`src/hw/asc_defs.svh`:
```
`ifndef ASC_DEFS_SVH
`define ASC_DEFS_SVH
// clock period in ns
`define ASC_CLK_PERIOD_NS 50
// memory shape
`define ASC_ADDR_W 12
`define ASC_DATA_W 4
`define ASC_DEPTH 4096
// read cycle time and write pulse width in ns (slowest grade)
`define ASC_T_RC_NS 25
`define ASC_T_WP_NS 20
// address setup before strobe and hold after, ns
`define ASC_T_AS_NS 0
`define ASC_T_AH_NS 0
// cycle counts, least times rounded up, never below one
`define ASC_RD_CYC ((`ASC_T_RC_NS + `ASC_CLK_PERIOD_NS - 1) / `ASC_CLK_PERIOD_NS)
`define ASC_WP_CYC ((`ASC_T_WP_NS + `ASC_CLK_PERIOD_NS - 1) / `ASC_CLK_PERIOD_NS)
`define ASC_SETUP_CYC 1
`define ASC_HOLD_CYC 1
// extra strobe cycles so the read word crosses the two-flop synchroniser
`define ASC_SYNC_CYC 2
`define ASC_CNT_W 4
`endif

```
`src/hw/asc_pkg.sv`:
```
package asc_pkg;
    // request from the user side
    typedef struct packed {
        logic we;
        logic [11:0] addr;
        logic [3:0] wdata;
    } asc_req_t;
    // levels driven toward the memory pins
    typedef struct packed {
        logic cs_n;
        logic we_n;
        logic [11:0] addr;
        logic [3:0] dout;
        logic doe;
    } asc_pins_t;
    typedef enum logic [2:0] {
        ST_IDLE, ST_SETUP, ST_STROBE, ST_HOLD, ST_RETAIN
    } asc_state_t;
endpackage

```
`src/hw/asc_sync.sv`:
```
`timescale 1ns/100ps
// two flip-flop synchroniser per bit
module asc_sync #(
    parameter int W = 4
) (
    input wire logic clk_i,
    input wire logic rst_i,
    input wire logic [W-1:0] d_i,
    output logic [W-1:0] q_o
);
    logic [W-1:0] meta_r;
    logic [W-1:0] q_r;
    // first stage read only by the second
    always_ff @(posedge clk_i or posedge rst_i) begin
        if (rst_i) begin
            meta_r <= '0;
            q_r <= '0;
        end else begin
            meta_r <= d_i;
            q_r <= meta_r;
        end
    end
    assign q_o = q_r;
endmodule

```
`src/hw/asc_ctrl.sv`:
```
`timescale 1ns/100ps
`include "asc_defs.svh"
// Notes on behaviour
// - writes happen only while select and write strobe are both low, data driven meanwhile
// - reads keep write strobe high and select low; memory drives the word
// - write starts on the later falling strobe, ends on the first rising one
// - address is valid no later than select going low on reads
// - before low supply retention, select is held high; no delay needed
module asc_ctrl #(
    parameter int ADDR_W = `ASC_ADDR_W,
    parameter int DATA_W = `ASC_DATA_W
) (
    input wire logic clk_i,
    input wire logic rst_i,
    input wire logic req_valid_i,
    input wire logic req_we_i,
    input wire logic [ADDR_W-1:0] req_addr_i,
    input wire logic [DATA_W-1:0] req_wdata_i,
    output logic req_ready_o,
    output logic [DATA_W-1:0] rd_data_o,
    output logic rd_valid_o,
    output logic wr_done_o,
    input wire logic retain_req_i,
    output logic retain_ok_o,
    output logic mem_cs_n_o,
    output logic mem_we_n_o,
    output logic [ADDR_W-1:0] mem_addr_o,
    input wire logic [DATA_W-1:0] mem_data_i,
    output logic [DATA_W-1:0] mem_data_o,
    output logic [DATA_W-1:0] mem_data_oe_o
);
    localparam logic [3:0] SETUP_C = 4'(`ASC_SETUP_CYC);
    // read strobe spans the access time plus the synchroniser latency
    localparam logic [3:0] RD_C = 4'(`ASC_RD_CYC + `ASC_SYNC_CYC);
    localparam logic [3:0] WP_C = 4'(`ASC_WP_CYC);
    localparam logic [3:0] HOLD_C = 4'(`ASC_HOLD_CYC);

    asc_pkg::asc_state_t state_r;
    asc_pkg::asc_state_t state_nxt;
    asc_pkg::asc_req_t req_r;
    asc_pkg::asc_req_t req_nxt;
    asc_pkg::asc_pins_t pins_r;
    asc_pkg::asc_pins_t pins_nxt;
    logic [3:0] cnt_r;
    logic [3:0] cnt_nxt;
    logic [DATA_W-1:0] rdata_r;
    logic [DATA_W-1:0] rdata_nxt;
    logic rd_valid_r;
    logic rd_valid_nxt;
    logic wr_done_r;
    logic wr_done_nxt;
    logic [DATA_W-1:0] din_s;
    logic take_s;
    logic strobe_end_s;

    // pin inputs pass two flops before use
    asc_sync #(.W(DATA_W)) u_sync (
        .clk_i(clk_i),
        .rst_i(rst_i),
        .d_i(mem_data_i),
        .q_o(din_s)
    );

    // request accepted on this edge
    assign take_s = (state_r == asc_pkg::ST_IDLE) && !retain_req_i && req_valid_i;
    // last cycle of the strobe phase
    assign strobe_end_s = (state_r == asc_pkg::ST_STROBE) && (cnt_r <= 4'h1);

    // access sequencer
    always_comb begin
        state_nxt = state_r;
        pins_nxt = pins_r;
        cnt_nxt = cnt_r;
        case (state_r)
            // idle: deselected, waiting for work
            asc_pkg::ST_IDLE: begin
                pins_nxt.cs_n = 1'b1; // deselected means standby
                pins_nxt.we_n = 1'b1;
                pins_nxt.doe = 1'b0; // float when not writing
                if (retain_req_i) begin
                    state_nxt = asc_pkg::ST_RETAIN; // select already high
                end else if (req_valid_i) begin
                    pins_nxt.addr = req_addr_i; // address before select
                    cnt_nxt = SETUP_C;
                    state_nxt = asc_pkg::ST_SETUP;
                end
            end
            // setup: address settles before select falls
            asc_pkg::ST_SETUP: begin
                if (cnt_r <= 4'h1) begin
                    pins_nxt.cs_n = 1'b0; // select low
                    if (req_r.we) begin
                        pins_nxt.we_n = 1'b0; // both low opens write
                        pins_nxt.dout = req_r.wdata;
                        pins_nxt.doe = 1'b1;
                        cnt_nxt = WP_C;
                    end else begin
                        cnt_nxt = RD_C; // covers access time plus sync delay
                    end
                    state_nxt = asc_pkg::ST_STROBE;
                end else begin
                    cnt_nxt = cnt_r - 4'h1;
                end
            end
            // strobe: select low for the access
            asc_pkg::ST_STROBE: begin
                if (cnt_r <= 4'h1) begin
                    pins_nxt.we_n = 1'b1; // first rising strobe ends write
                    pins_nxt.cs_n = 1'b1;
                    cnt_nxt = HOLD_C;
                    state_nxt = asc_pkg::ST_HOLD;
                end else begin
                    cnt_nxt = cnt_r - 4'h1;
                end
            end
            // hold: data and address outlast the strobe
            asc_pkg::ST_HOLD: begin
                // data and address held one cycle past strobe
                if (cnt_r <= 4'h1) begin
                    pins_nxt.doe = 1'b0; // release bus
                    state_nxt = asc_pkg::ST_IDLE;
                end else begin
                    cnt_nxt = cnt_r - 4'h1;
                end
            end
            // retention: kept deselected until released
            asc_pkg::ST_RETAIN: begin
                pins_nxt.cs_n = 1'b1; // held deselected
                pins_nxt.doe = 1'b0;
                if (!retain_req_i) begin
                    state_nxt = asc_pkg::ST_IDLE;
                end
            end
            default: begin
                state_nxt = asc_pkg::ST_IDLE;
            end
        endcase
    end

    // sequencer registers
    always_ff @(posedge clk_i or posedge rst_i) begin
        if (rst_i) begin
            state_r <= asc_pkg::ST_IDLE;
            pins_r.cs_n <= 1'b1;
            pins_r.we_n <= 1'b1;
            pins_r.addr <= '0;
            pins_r.dout <= '0;
            pins_r.doe <= 1'b0;
            cnt_r <= 4'h0;
        end else begin
            state_r <= state_nxt;
            pins_r <= pins_nxt;
            cnt_r <= cnt_nxt;
        end
    end

    // request latch, loaded on the accepting edge
    always_comb begin
        req_nxt = req_r;
        if (take_s) begin
            req_nxt.we = req_we_i;
            req_nxt.addr = req_addr_i;
            req_nxt.wdata = req_wdata_i;
        end
    end

    // request registers
    always_ff @(posedge clk_i or posedge rst_i) begin
        if (rst_i) begin
            req_r <= '0;
        end else begin
            req_r <= req_nxt;
        end
    end

    // completion pulses and read word
    always_comb begin
        rdata_nxt = rdata_r;
        rd_valid_nxt = 1'b0;
        wr_done_nxt = 1'b0;
        if (strobe_end_s) begin
            if (req_r.we) begin
                wr_done_nxt = 1'b1;
            end else begin
                rdata_nxt = din_s; // word driven by memory
                rd_valid_nxt = 1'b1;
            end
        end
    end

    // completion registers
    always_ff @(posedge clk_i or posedge rst_i) begin
        if (rst_i) begin
            rdata_r <= '0;
            rd_valid_r <= 1'b0;
            wr_done_r <= 1'b0;
        end else begin
            rdata_r <= rdata_nxt;
            rd_valid_r <= rd_valid_nxt;
            wr_done_r <= wr_done_nxt;
        end
    end

    // per bit data drivers, enable high while driving
    for (genvar i = 0; i < DATA_W; i++) begin : g_dq
        assign mem_data_o[i] = pins_r.dout[i];
        assign mem_data_oe_o[i] = pins_r.doe;
    end

    // outputs
    assign req_ready_o = (state_r == asc_pkg::ST_IDLE) && !retain_req_i;
    assign retain_ok_o = (state_r == asc_pkg::ST_RETAIN);
    assign rd_data_o = rdata_r;
    assign rd_valid_o = rd_valid_r;
    assign wr_done_o = wr_done_r;
    assign mem_cs_n_o = pins_r.cs_n;
    assign mem_we_n_o = pins_r.we_n;
    assign mem_addr_o = pins_r.addr; // 12 lines, 4096 words
endmodule

```
`config.mk`:
```
export PLATFORM = sky130hd
export DESIGN_NAME = asc_ctrl
export DESIGN_NICKNAME = d
export VERILOG_FILES = /design/src/hw/asc_pkg.sv /design/src/hw/asc_sync.sv /design/src/hw/asc_ctrl.sv
export VERILOG_INCLUDE_DIRS = /design/src /design/src/hw
export SDC_FILE = /design/constraint.sdc
export NUM_CORES = 1
export LEC_CHECK = 0
export BUFFER_PORTS_ARGS = -buffer_cell sky130_fd_sc_hd__clkbuf_2
export CORE_UTILIZATION = 51
export DETAILED_ROUTE_END_ITERATION = 12
export PLACE_DENSITY = 0.79
export SLEW_MARGIN = 20
export SYNTH_ARGS = -nofsm -noshare
export SYNTH_HDL_FRONTEND = slang
export SYNTH_SLANG_ARGS = --single-unit
```
`constraint.sdc`:
```
create_clock -name clk_i -period 4.7 [get_ports clk_i]
set_input_delay 0.94 -clock clk_i [delete_from_list [all_inputs] [get_ports clk_i]]
set_output_delay 0.94 -clock clk_i [all_outputs]
set_load 0.005 [all_outputs]
```
# Word level (Yosys, flattened, before mapping)
# Cells that the tools add are included.
# word_totals
memories,0
latchBits,0
wordCells,76
ram_bits,0
out_inout_bits,30
in_bits,25
register_bits,45
romBits,0
# classes
eq_ne,13
div,0
mul,0
mux,27
add_sub_neg,1
order_cmp,1
reduce_logical,18
bitwise_logic,2
shift,0
# op_table
cell,n
$mux 4,5
$mux 3,6
$pmux 4 s4,1
$pmux 3 s5,1
$ne 2x2->1 const B,7
$reduce_and 4->1,3
$pmux 1 s3,3
$reduce_and 3->1,3
$reduce_bool 3->1,3
$mux 1,8
$eq 3x2->1 const B,2
$mux 2,3
$reduce_and 5->1,1
$le 4x1->1 const B,1
$reduce_bool 4->1,1
$sub 4x1->4 const B,1
$eq 3x1->1 const B,1
$eq 3x3->1 const B,1
$logic_and 1x1->1,3
$logic_not 3->1,1
$ne 3x3->1 const B,1
$ne 2x1->1 const B,1
$not 1->1,2
$reduce_and 2->1,1
2 further kinds,2

# Logic depth before layout (Yosys ltp)
# Gate-level depths: netlist of run 1.
# depth
word_depth,4
ltp_mapped,6
mapped_depth_nobuf,6

# By module
# A second synthesis of run 1 with hierarchy kept.
# hier_totals
hier_cells,137
hier_area_um2,1899.3
# modules_own_cells
mod,cells_each,area_per_inst_um2,seq_area_each_um2,instances
asc_ctrl,128,1695.4,928.4,1
asc_sync,9,203.9,200.2,1

# Worst setup path before layout of run 1
# Ideal clock, no wire load.
# synth_path
kind,input to output
startpoint,input port retain_req_i
endpoint,output port req_ready_o
t_required_ns,3.760
stages,1
path_buffers,0
slack_ns,2.606
t_arrival_ns,1.154
path_cell_list,nor4_4
# synth_via
elab_chain_len,2
# synth_rtl
item,line,text
"start, declared",asc_ctrl.sv:23,"input wire logic retain_req_i,"
$logic_not 1->1,asc_ctrl.sv:211,assign req_ready_o = (state_r == asc_pkg::ST_IDLE) && !retain_req_i;
$logic_and 1x1->1,asc_ctrl.sv:211,
"end, declared",asc_ctrl.sv:19,"output logic req_ready_o,"
# Every way passes these cells.

# Final worst setup path of run 1
# layout_path
startpoint,register state_r[1]
endpoint,output port retain_ok_o
# layout_via
elab_chain_len,1
# layout_rtl
item,line,text
"start, declared",asc_ctrl.sv:38,asc_pkg::asc_state_t state_r;
"start signal, assigned",asc_ctrl.sv:143,state_r <= asc_pkg::ST_IDLE;
"start signal, assigned",asc_ctrl.sv:151,state_r <= state_nxt;
$eq 3x3->1,asc_ctrl.sv:212,assign retain_ok_o = (state_r == asc_pkg::ST_RETAIN);
"end, declared",asc_ctrl.sv:24,"output logic retain_ok_o,"
# Every way passes these cells.

==> results of run 1 <==
[power by group through the flow]
stage / logic [mW] / registers, mW / clock network, mW
final: 0.524 / 0.651 / 0.247
after global routing: 0.572 / 0.673 / 0.269
after CTS: 0.529 / 0.651 / 0.250
after detailed placement: 0.526 / 0.658 / 0
after global placement: 0.501 / 0.642 / 0
after floorplan: 0.385 / 0.622 / 0
[how the worst min path moves through the flow]
stage	cells after the start	end	start
finish	0	u_sync.q_o[1]$_DFF_PP0_	u_sync.meta_r[1]$_DFF_PP0_
global route	0	u_sync.q_o[2]$_DFF_PP0_	u_sync.meta_r[2]$_DFF_PP0_
CTS	0	u_sync.q_o[2]$_DFF_PP0_	u_sync.meta_r[2]$_DFF_PP0_
detailed placement	0	u_sync.q_o[2]$_DFF_PP0_	u_sync.meta_r[2]$_DFF_PP0_
global placement	0	u_sync.q_o[0]$_DFF_PP0_	u_sync.meta_r[0]$_DFF_PP0_
floorplan	0	u_sync.q_o[0]$_DFF_PP0_	u_sync.meta_r[0]$_DFF_PP0_
[placed cells by master (no fill, tap or decap), types with 4 or more instances in the layout]
| cell | instances |
|---|---|
| mux2_2 | 14 |
| mux2_4 | 10 |
| dfrtp_1 | 43 |
| inv_1 | 6 |
| clkbuf_2 | 54 |
| nor2_1 | 5 |
| clkbuf_8 | 6 |
| a21oi_1 | 5 |
| o21ai_0 | 4 |
[cell families after synthesis]
group	Yosys count	share of synthesized area (%)
multiplexers	25	16.9
AO/OA/AOI/OAI	23	8.30
flip-flops	45	59.9
AND/OR/NAND/NOR	25	9.10
adder cells (fa/ha/maj)	2	1.33
buffers and inverters	14	4.45
[stage by stage]
stage | setup WS (ns) | area, µm²
after global routing | 2.15 | 2260
after CTS | 2.25 | 2260
after detailed placement | 2.31 | 2160
final | 2.23 | 2260
after global placement | 2.34 | 2160
after floorplan | 2.61 | 1880
[flip-flops by register name (all words and copies together), names as in the netlist]
signal	cells
mem_we_n_o	1
mem_data_o	4
rd_valid_o	1
mem_cs_n_o	1
req_r	5
mem_data_oe_o	1
cnt_r	4
rd_data_o	4
mem_addr_o	12
state_r	3
u_sync.q_o	4
u_sync.meta_r	4
wr_done_o	1
[routing by layer]
metal | share of wire [%] | wire length [µm]
met5 | 0 | 0
met4 | 1.7 | 59
met3 | 5.5 | 189
met2 | 49 | 1700
met1 | 44 | 1520
[final cells by class]
class	count	area, µm²
flip-flops and latches	45	1130
well taps	46	57.6
repair buffers	55	278
inverters	7	26.3
clock inverters	1	7.51
fillers	266	1190
clock buffers	7	86.3
multi-input cells	75	672
==> flow_summary.rst, run 1 <==
.. list-table::
   :header-rows: 1

   * - Metric
     - Value
   * - Number of input and output port buffers inserted
     - 54
   * - Clock slew seen by the registers of the worst setup and hold paths
     - 0.08 ns
   * - Setup bufs post-CTS
     - 0
   * - Endpoint type of the worst setup path
     - output pin
   * - Non-filler instance count after layout
     - around 240
   * - Post-CTS sizing
     - 0
   * - Register bit count reported by yosys
     - between 40 and 50
   * - Critical path origin
     - state_r[1]$_DFFE_PP0P_
   * - Post-DP HPWL
     - 2470 µm
   * - Outcome
     - finished, final reports clean
   * - Global-route usage over all layers
     - roughly a fifth
   * - Switching component of the power
     - between 0.4 and 0.5 mW
   * - Net count, final
     - about 220
   * - Number of buffers created by CTS
     - 5
   * - Max-cap violation count
     - 0
   * - Standby leakage power
     - 1.14 nW
   * - Wire length of the first global-routing pass
     - a little under 6000 µm
   * - Post-detailed-route count of antenna-violating nets
     - 0
   * - Number of inserted diodes
     - 0
   * - Maximum number of pins on one net before global-route repair
     - 46
   * - Largest area contributor in the synthesized netlist
     - dfrtp_1
   * - Fraction of synthesized cell area taken by the top area cell type
     - a little under three fifths
   * - Total power
     - 1.42 mW
   * - Actual slew at the worst max-slew pin
     - between 0.5 and 0.6 ns
   * - Highest-delay cell along the critical path
     - dfrtp_1
   * - Met3 global-route usage
     - under 10%
   * - Core area
     - between 3000 and 4000 µm²
   * - Cells taking the most area after synthesis
     - dfrtp_1, mux2_2, mux2_4, dfstp_2, buf_4
   * - Most used standard cell by instance count after synthesis
     - dfrtp_1
   * - Sequential power share
     - a little under half
   * - Buffers plus inverters on the worst setup path
     - 1
   * - # rows
     - 21
   * - Detailed-route wire length
     - roughly 3500 µm
   * - Number of warning messages in the yosys log
     - 0
   * - Asr flop ratio synth
     - between 90% and 100%
   * - Worst Path Arrival
     - 1.53 ns
   * - Initial core utilization
     - between 50% and 60%
   * - Endpoint of the most critical register-to-register path
     - cnt_r[1]$_DFFE_PP0P_
   * - Tcrit/Tclk final
     - between 50 and 60%
   * - Crit. path cell count
     - 3
   * - Worst-case reg-to-reg path depth
     - 6
   * - Worst hold-check slack
     - between 0.3 and 0.4 ns
   * - Grt met2 use
     - between 20% and 30%
   * - Number of optimization iterations in the first detailed-route pass
     - 4
   * - Final Hold Violating Endpoints
     - 0
   * - Sequential fraction of the synthesis area
     - roughly three fifths
   * - Number of levels in the clock H-tree
     - 2
   * - Post-synth EDFFs
     - 0
   * - Internal cell power
     - slightly above 0.9 mW
   * - Overflow left after global routing
     - 0
   * - Critical path class
     - flop to output pin
   * - Average via count per standard cell
     - between 5 and 6
   * - Antenna violations before repair
     - 0
   * - Number of I/O pins
     - 55
   * - Maximum buffer depth of the clock tree
     - 2
   * - Critical Path RT
     - roughly 3.8 ns
   * - Classification of the worst-slack hold path
     - flop to flop
   * - Max transition margin
     - about 63%
   * - Share of the core filled with cells
     - 65.5%
   * - RSZ-0062 raised after global routing
     - no
   * - Total count of max-transition violations in the final report
     - 0
   * - Root buffer cell
     - clkbuf_8
   * - Number of vias after detailed routing
     - around 1300
   * - Crit path max fanout
     - 12
   * - Cell area after synthesis
     - 1880 µm²
   * - Share of final-layout standard cells stronger than drive strength 1
     - around half
   * - Area overhead of the layout relative to synthesis
     - 19.7%
   * - Pwr/cell area
     - 630 nW/µm²
   * - Insertion delay to the later sink of the worst-skew pair
     - ~0.30 ns
   * - Global routing's busiest layer
     - met2
   * - Die X-Extent
     - ~63 µm
   * - Portion of total power attributed to the clock network
     - between 10% and 20%
   * - Number of distinct library cell variants in the gate-level netlist after synthesis
     - 37
   * - Setup slack of the worst register-to-register path
     - 2.76 ns
   * - Cell chain of the critical path
     - nor2_1 > and2_1 > clkbuf_2
   * - Clock skew after layout
     - 0.0103 ns
   * - Detailed Route Iter0 Violations
     - around 100
   * - Detailed-route wire length per cell
     - 14.7 µm
   * - Fin Setup TNS
     - 0 ns
   * - End point of the critical path
     - retain_ok_o
   * - Final setup violating endpoints
     - 0
   * - Height of the chip
     - 62.8 µm
   * - Nature of the critical path startpoint
     - flop
   * - TritonCTS sink count
     - 45
   * - Delay of the slowest cell on the worst path
     - 0.55 ns
   * - Via count of the first global-routing pass
     - about 1200
   * - Fraction of power consumed by combinational cells
     - a little under two fifths
   * - Met1 track demand over resource in global routing
     - 26.8%
   * - Achievable Freq
     - between 400 and 500 MHz
   * - Minimum clock period after layout
     - roughly 2.5 ns
   * - Post-synthesis net count
     - 161
   * - Avg Synthesized Cell Area
     - roughly 14 µm²
   * - Global placement routability congestion
     - 0.836
   * - Die footprint
     - 3940 µm²
   * - DRC errors left
     - 0
   * - Sw Share
     - about a third
   * - Synthesized instance count
     - 134
   * - TritonCTS clock tree
     - yes
   * - Reg-to-reg startpoint
     - cnt_r[0]$_DFFE_PP0P_
   * - Hold buffer count at cts
     - 0
   * - Crit-path leading delay family
     - simple AND/OR/NAND/NOR gates
   * - Worst supply voltage drop on vdd
     - approximately 0.00033 V
   * - Number of placed instances, taps included
     - about 230
   * - Commonest register cell after synthesis
     - dfrtp_1
   * - Most frequent cells after synthesis
     - dfrtp_1, mux2_2, mux2_4
Power figures use the tool's default switching activity.
==> inputs of run 2 (changes only) <==
--- a/config.mk
+++ b/config.mk
@@ -7,9 +7,9 @@
 export NUM_CORES = 1
 export LEC_CHECK = 0
 export BUFFER_PORTS_ARGS = -buffer_cell sky130_fd_sc_hd__clkbuf_2
-export CORE_UTILIZATION = 51
+export CORE_UTILIZATION = 46
 export DETAILED_ROUTE_END_ITERATION = 12
-export PLACE_DENSITY = 0.79
+export PLACE_DENSITY = 0.75
 export SLEW_MARGIN = 20
 export SYNTH_ARGS = -nofsm -noshare
 export SYNTH_HDL_FRONTEND = slang
==> constraint.sdc (replaced) <==
create_clock -name clk_i -period 1.99 [get_ports clk_i]
set_input_delay 0.398 -clock clk_i [delete_from_list [all_inputs] [get_ports clk_i]]
set_output_delay 0.398 -clock clk_i [all_outputs]
set_load 0.005 [all_outputs]
==> run 2 against run 1 <==
  * Final area is 0.83% higher
  * Combinational power is 140% higher
  * Die area increased by 11%
  * Sequential share of layout area down 0.41 points
  * Worst setup slack got worse by 2.0 ns
==> flow_summary.rst, run 2 (synthesized netlist as in run 1, its figures left out) <==
.. list-table::
   :header-rows: 1

   * - Metric
     - Value
   * - Outcome
     - finished, final reports clean
   * - Detailed Route Iter0 Violations
     - 111 (+6.7%)
   * - Setup bufs post-CTS
     - 0 (unchanged)
   * - Minimum clock period after layout
     - about 1.8 ns
   * - Achievable Freq
     - about 550 MHz
   * - Nature of the critical path startpoint
     - flop
   * - Initial core utilization
     - 49.6% (-5.1 points)
   * - Area occupied by multi-input gates
     - 678 µm² (+0.93%)
   * - Number of levels in the clock H-tree
     - 2 (unchanged)
   * - Reg-to-reg startpoint
     - cnt_r[0]$_DFFE_PP0P_
   * - Clock skew after layout
     - 0.00817 ns (-0.00209 ns)
   * - Worst hold-check slack
     - 0.106 ns (-0.245 ns)
   * - Average via count per standard cell
     - 5.24 (-1.6%)
   * - Post-Place Cell Area
     - 2180 µm² (+1.0%)
   * - Core area
     - 3800 µm² (+10%)
   * - Hold buffer count at cts
     - 0 (unchanged)
   * - TritonCTS sink count
     - 45 (unchanged)
   * - TritonCTS clock tree
     - yes
   * - Area overhead of the layout relative to synthesis
     - 20.7%
   * - Worst supply voltage drop on vdd
     - 0.000689 V (+110%)
   * - RSZ-0062 raised after global routing
     - no
   * - Wire length of the first global-routing pass
     - 5720 µm (-2.5%)
   * - Number of inserted diodes
     - 0 (unchanged)
   * - Maximum number of pins on one net before global-route repair
     - 27 (-41%)
   * - # rows
     - 22 (+4.8%)
   * - Die footprint
     - 4360 µm² (+11%)
   * - Final Hold Violating Endpoints
     - 0 (unchanged)
   * - Detailed-route wire length
     - 3400 µm (-1.9%)
   * - Die X-Extent
     - 66 µm (+5.1%)
   * - Total power
     - 3.33 mW (+130%)
   * - Number of buffers created by CTS
     - 5 (unchanged)
   * - Fin Setup TNS
     - 0 ns (unchanged)
   * - Worst Path Arrival
     - 1.41 ns (-0.12 ns)
   * - Standby leakage power
     - 1.15 nW (+0.61%)
   * - Antenna violations before repair
     - 0 (unchanged)
   * - Global placement routability congestion
     - 0.810 (-3.1%)
   * - Actual slew at the worst max-slew pin
     - 0.737 ns (+0.187 ns)
   * - Tcrit/Tclk final
     - approximately nine tenths
   * - Net count, final
     - 217 (+0.46%)
   * - Overflow left after global routing
     - 0 (unchanged)
   * - Critical path origin
     - state_r[1]$_DFFE_PP0P_
   * - Root buffer cell
     - clkbuf_8
   * - Detailed-route wire length per cell
     - 14.2 µm (-3.1%)
   * - Number of flip-flops under the largest register name
     - 12 (unchanged)
   * - Number of vias after detailed routing
     - 1253 (-0.40%)
   * - Max transition margin
     - 50.6% (-13 points)
   * - Critical Path RT
     - 1.59 ns (-2.17 ns)
   * - Clock slew seen by the registers of the worst setup and hold paths
     - 0.08 ns (about the same)
   * - Classification of the worst-slack hold path
     - primary input to async pin
   * - Post-DP HPWL
     - 2430 µm (-1.7%)
   * - Number of optimization iterations in the first detailed-route pass
     - 4 (unchanged)
   * - Maximum buffer depth of the clock tree
     - 2 (unchanged)
   * - Post-detailed-route count of antenna-violating nets
     - 0 (unchanged)
   * - Finished Cell Area
     - 2270 µm² (+0.83%)
   * - Share of final-layout standard cells stronger than drive strength 1
     - 49.7% (+0.79 points)
   * - Number of input and output port buffers inserted
     - 54 (unchanged)
   * - Insertion delay to the later sink of the worst-skew pair
     - 0.30 ns (about the same)
   * - Delay of the slowest cell on the worst path
     - 0.54 ns (about the same)
   * - Via count of the first global-routing pass
     - 1231 (+0.41%)
   * - Critical path class
     - flop to output pin
   * - Commonest cells after routing, fill and taps aside
     - clkbuf_2, dfrtp_1, mux2_2, mux2_4, inv_1
   * - Cell chain of the critical path
     - nor4_4 > clkbuf_2
   * - Pwr/cell area
     - 1460 nW/µm² (+130%)
   * - Highest-delay cell along the critical path
     - dfrtp_1
   * - Most common library cell in the layout ignoring fill and taps
     - clkbuf_2
   * - Final setup violating endpoints
     - 0 (unchanged)
   * - Total count of max-transition violations in the final report
     - 0 (unchanged)
   * - DRC errors left
     - 0 (unchanged)
   * - Number of I/O pins
     - 55 (unchanged)
   * - Max-cap violation count
     - 0 (unchanged)
   * - FF+latch area
     - 1130 µm² (unchanged)
   * - Post-CTS sizing
     - 0 (unchanged)
   * - Crit path max fanout
     - 12 (unchanged)
   * - Global-route usage over all layers
     - 18.2% (-1.1 points)
   * - Height of the chip
     - 66 µm (+5.1%)
   * - Number of fill cells
     - 326 (+23%)
   * - Endpoint type of the worst setup path
     - output pin
run 2: cell count changes in the layout (fill, tap and decap cells not counted), sizes merged:
cell,before,now
buf,1,2
run 2: routing by layer:
metal	track usage, %	up-vias	routed length [µm]
met5	0	-	0
met4	8.78	0	69
met3	6.72	7	279
met2	27.7	57	1610
met1	22.9	607	1430
li1	-	582	-
run 2: worst max-delay path: cells and delay by family, from the launching register on:
family	cells	cell delay [ns]
AND/OR/NAND/NOR	1	0.39
flip-flops	1	0.54
buffers and inverters	1	0.17
run 2: cell type report:
type / instances / share of cell area (%)
Timing Repair Buffer: 56 / 13.1
Inverter: 7 / 1.16
Clock buffer: 7 / 3.36
Clock inverter: 1 / 0.330
Sequential cell: 45 / 49.6
Multi-Input combinational cell: 75 / 29.8
Tap cell: 48 / 2.64
run 2: report_power, final:
group / switching [mW] / internal (mW) / total, mW / leakage (nW)
registers: 0.260 / 1.25 / 1.51 / 0.547
logic: 0.578 / 0.696 / 1.27 / 0.564
clock network: 0.294 / 0.248 / 0.543 / 0.0385
run 2: stage by stage:
step	util, %	instances	worst slack [ns]
global placement	57.5	231	0.193
global route	59.9	239	0.0793
detailed placement	57.5	231	0.104
CTS	59.7	239	0.0561
floorplan	-	134	0.295
finish	59.9	239	0.187
run 2: final timing paths:
check                      cells past startpoint                    endpoint  slack [ns]
hold / removal                                 2    rd_data_o[0]$_DFFE_PP0P_        0.11
setup reg to reg                               6        cnt_r[1]$_DFFE_PP0P_        0.20
setup / recovery                               2                 req_ready_o        0.19
min in group clk_i                             1  u_sync.meta_r[2]$_DFF_PP0_        0.20
hold reg to reg                                0     u_sync.q_o[0]$_DFF_PP0_        0.35
max in group asynchronous                      3   mem_data_o[3]$_DFFE_PP0P_        1.36
==> inputs of run 3 (changes only) <==
--- a/config.mk
+++ b/config.mk
@@ -6,6 +6,7 @@
 export SDC_FILE = /design/constraint.sdc
 export NUM_CORES = 1
 export LEC_CHECK = 0
+export ABC_CLOCK_PERIOD_IN_PS = 1990
 export BUFFER_PORTS_ARGS = -buffer_cell sky130_fd_sc_hd__clkbuf_2
 export CORE_UTILIZATION = 46
 export DETAILED_ROUTE_END_ITERATION = 12
@@ -13,4 +14,5 @@
 export SLEW_MARGIN = 20
 export SYNTH_ARGS = -nofsm -noshare
 export SYNTH_HDL_FRONTEND = slang
+export SYNTH_HIERARCHICAL = 1
 export SYNTH_SLANG_ARGS = --single-unit
==> run 3 against run 2 <==
  * Clock-buffer cell count fell by 2
  * Global-route usage is 0.27 points lower
  * Utilization rose by 3.0 points
  * Fmax is 6.1% lower
  * Sequential share of layout area decreased by 2.3 points
  * Highest routed layer unchanged
  * Critical path type is now flop to flop
==> flow_summary.rst, run 3 <==
.. list-table::
   :header-rows: 1

   * - Metric
     - Value
   * - TritonCTS sink count
     - 45 (unchanged)
   * - Most common library cell in the layout ignoring fill and taps
     - clkbuf_2
   * - Detailed-route wire length
     - 3720 µm (+9.5%)
   * - Area occupied by multi-input gates
     - 716 µm² (+5.5%)
   * - Outcome
     - finished, final reports clean
   * - Most used standard cell by instance count after synthesis
     - dfrtp_1
   * - Die footprint
     - 4390 µm² (+0.77%)
   * - Die X-Extent
     - 66.3 µm (+0.39%)
   * - Final setup violating endpoints
     - 0 (unchanged)
   * - Critical Path RT
     - 2.19 ns (+0.60 ns)
   * - Number of fill cells
     - 285 (-13%)
   * - Grt met2 use
     - 29.1% (+1.4 points)
   * - Global placement routability congestion
     - 0.881 (+8.8%)
   * - FF+latch area
     - 1130 µm² (+0.11%)
   * - Final Hold Violating Endpoints
     - 0 (unchanged)
   * - Most frequent cells after synthesis
     - dfrtp_1, mux2_2, mux2_4
   * - Endpoint type of the worst setup path
     - flop
   * - Number of I/O pins
     - 55 (unchanged)
   * - Area overhead of the layout relative to synthesis
     - 25.8%
   * - Global-route usage over all layers
     - 17.9% (-0.27 points)
   * - Achievable Freq
     - 521 MHz (-6.1%)
   * - Post-detailed-route count of antenna-violating nets
     - 0 (unchanged)
   * - TritonCTS clock tree
     - yes
   * - Avg Synthesized Cell Area
     - 13.9 µm² (-1.4%)
   * - Commonest cells after routing, fill and taps aside
     - clkbuf_2, dfrtp_1, mux2_2, mux2_4, buf_4
   * - Fraction of synthesized cell area taken by the top area cell type
     - 56.7% (-0.45 points)
   * - Initial core utilization
     - 50.0% (+0.40 points)
   * - Net count, final
     - 226 (+4.1%)
   * - DRC errors left
     - 0 (unchanged)
   * - Height of the chip
     - 66.3 µm (+0.39%)
   * - Wire length of the first global-routing pass
     - 5610 µm (-1.9%)
   * - Number of vias after detailed routing
     - 1301 (+3.8%)
   * - Post-synth EDFFs
     - 0 (unchanged)
   * - Minimum clock period after layout
     - 1.92 ns (+0.117 ns)
   * - Clock slew seen by the registers of the worst setup and hold paths
     - 0.08 ns (about the same)
   * - Number of inserted diodes
     - 0 (unchanged)
   * - Core area
     - 3800 µm² (unchanged)
   * - Average via count per standard cell
     - 5.27 (+0.47%)
   * - Commonest register cell after synthesis
     - dfrtp_1
   * - Cell area after synthesis
     - 1900 µm² (+0.80%)
   * - Global routing's busiest layer
     - met2
   * - Antenna violations before repair
     - 0 (unchanged)
   * - Worst hold-check slack
     - 0.00126 ns (-0.104 ns)
   * - Nature of the critical path startpoint
     - flop
   * - Critical path class
     - flop to flop
   * - Register bit count reported by yosys
     - 45 (unchanged)
   * - Max-cap violation count
     - 0 (unchanged)
   * - Cells taking the most area after synthesis
     - dfrtp_1, mux2_2, mux2_4, dfstp_2, nor4_4
   * - Hold buffer count at cts
     - 0 (unchanged)
   * - Actual slew at the worst max-slew pin
     - 0.696 ns (-0.0410 ns)
   * - Insertion delay to the later sink of the worst-skew pair
     - 0.31 ns (about the same)
   * - Critical path origin
     - cnt_r[0]$_DFFE_PP0P_
   * - # rows
     - 22 (unchanged)
   * - Classification of the worst-slack hold path
     - primary input to async pin
   * - Number of optimization iterations in the first detailed-route pass
     - 4 (unchanged)
   * - Reg-to-reg startpoint
     - cnt_r[0]$_DFFE_PP0P_
   * - Asr flop ratio synth
     - 100% (unchanged)
   * - Tcrit/Tclk final
     - 96.5% (+5.9 points)
   * - Number of flip-flops under the largest register name
     - 12 (unchanged)
   * - Largest area contributor in the synthesized netlist
     - dfrtp_1
   * - Post-DP HPWL
     - 2620 µm (+7.9%)
   * - Share of final-layout standard cells stronger than drive strength 1
     - 53.8% (+4.0 points)
   * - Number of warning messages in the yosys log
     - 6 (+6)
   * - Synthesized instance count
     - 137 (+2.2%)
   * - Crit path max fanout
     - 5 (-7)
   * - Detailed-route wire length per cell
     - 15.1 µm (+5.9%)
   * - Number of levels in the clock H-tree
     - 2 (unchanged)
   * - Number of buffers created by CTS
     - 5 (unchanged)
   * - Number of placed instances, taps included
     - 234 (+1.3%)
   * - Post-synthesis net count
     - 164 (+1.9%)
   * - Sequential fraction of the synthesis area
     - 59.4% (-0.47 points)
   * - Root buffer cell
     - clkbuf_8
   * - Number of input and output port buffers inserted
     - 54 (unchanged)
   * - Non-filler instance count after layout
     - 247 (+3.3%)
   * - Total count of max-transition violations in the final report
     - 0 (unchanged)
   * - Detailed Route Iter0 Violations
     - 51 (-54%)
   * - Worst supply voltage drop on vdd
     - 0.000786 V (+14%)
   * - Met1 track demand over resource in global routing
     - 19.9% (-3.0 points)
   * - Max transition margin
     - 53.1% (+2.6 points)
   * - Fin Setup TNS
     - 0 ns (unchanged)
   * - Worst Path Arrival
     - 2.12 ns (+0.71 ns)
   * - Maximum number of pins on one net before global-route repair
     - 25 (-7.4%)
   * - Maximum buffer depth of the clock tree
     - 2 (unchanged)
   * - Via count of the first global-routing pass
     - 1273 (+3.4%)
   * - Met3 global-route usage
     - 7.07% (+0.34 points)
   * - Standby leakage power
     - 1.21 nW (+5.6%)
   * - Pwr/cell area
     - 1550 nW/µm² (+6.0%)
   * - Clock skew after layout
     - 0.00270 ns (-0.00546 ns)
   * - Overflow left after global routing
     - 0 (unchanged)
   * - Number of distinct library cell variants in the gate-level netlist after synthesis
     - 35 (-5.4%)
==> run 3: cell types whose count changed in the layout (fill, tap and decap cells not counted), sizes merged, moves of 2 or more <==
cell	change
o21bai	-2
inv	+2
buf	+7
xor2	+2
a21oi	-2
clkbuf	-2
nand2b	-2
nand3b	+3
o31ai	-2
nor2b	+2
a31oi	+3
==> run 3: cells by family (layout without fill, tap and decap cells) <==
family | count (synthesis) | after routing | synth area share, %
multiplexers | 25 | 25 | 16.8
AND/OR/NAND/NOR | 30 | 30 | 10.4
flip-flops | 45 | 45 | 59.4
adder cells (fa/ha/maj) | 2 | 2 | 1.32
AO/OA/AOI/OAI | 18 | 18 | 6.59
buffers and inverters | 15 | 77 | 4.55
XOR/XNOR | 2 | 2 | 0.922
==> run 3: final timing paths <==
kind | end | slack [ns] | cells past startpoint
max in group asynchronous | cnt_r[0]$_DFFE_PP0P_ | 1.32 | 3
hold / removal | u_sync/meta_r[3]$_DFF_PP0_ | 0.001 | 2
setup reg to reg | rd_data_o[1]$_DFFE_PP0P_ | 0.07 | 7
min in group clk_i | u_sync/meta_r[1]$_DFF_PP0_ | 0.19 | 1
hold reg to reg | u_sync/q_o[1]$_DFF_PP0_ | 0.35 | 0
setup / recovery | rd_data_o[1]$_DFFE_PP0P_ | 0.07 | 7
==> run 3: repair_timing <==
| action | CTS | global route |
|---|---|---|
| resized for setup | 0 | 9 |
| hold endpoints to repair | 0 | 0 |
| buffers inserted | 0 | 6 |
| setup endpoints to repair | 0 | 5 |
==> run 3: critical path: stages (launching register included) <==
cell      delay, ns
dfrtp_2        0.43
inv_2          0.09
ha_4           0.15
nor2_1         0.06
buf_4          0.14
nor4_4         0.31
nand3b_1       0.27
mux2_4         0.36
==> run 3: stage by stage <==
stage	power [mW]	utilization, %	instance area [µm²]	worst slack, ns
floorplan	2.40	-	1900	0.243
global placement	2.79	58.0	2200	0.220
detailed placement	2.86	58.0	2200	0.103
CTS	3.54	60.9	2310	0.0181
global route	3.94	62.9	2390	-0.0649
finish	3.71	62.9	2390	0.0695
==> run 3: cell type report <==
| class | instances | area share (%) |
|---|---|---|
| Sequential cell | 45 | 47.3 |
| Multi-Input combinational cell | 77 | 29.9 |
| Timing Repair Buffer | 63 | 14.7 |
| Clock buffer | 5 | 2.88 |
| Tap cell | 48 | 2.51 |
| Clock inverter | 2 | 1.62 |
| Inverter | 7 | 1.10 |
==> run 3: power by group <==
| part | leakage (nW) | switching (mW) | internal, mW | total, mW |
|---|---|---|---|---|
| Clock | 0.0546 | 0.308 | 0.371 | 0.680 |
| Combinational | 0.612 | 0.626 | 0.844 | 1.47 |
| Sequential | 0.547 | 0.291 | 1.27 | 1.56 |
| Total | 1.21 | 1.23 | 2.48 | 3.71 |
==> run 3: routing by layer <==
layer	part of all wire, %	wire length (µm)	vias to the layer above
li1	-	-	594
met1	39	1440	635
met2	50	1850	62
met3	8.2	306	10
met4	3.2	119	0
met5	0	0	-
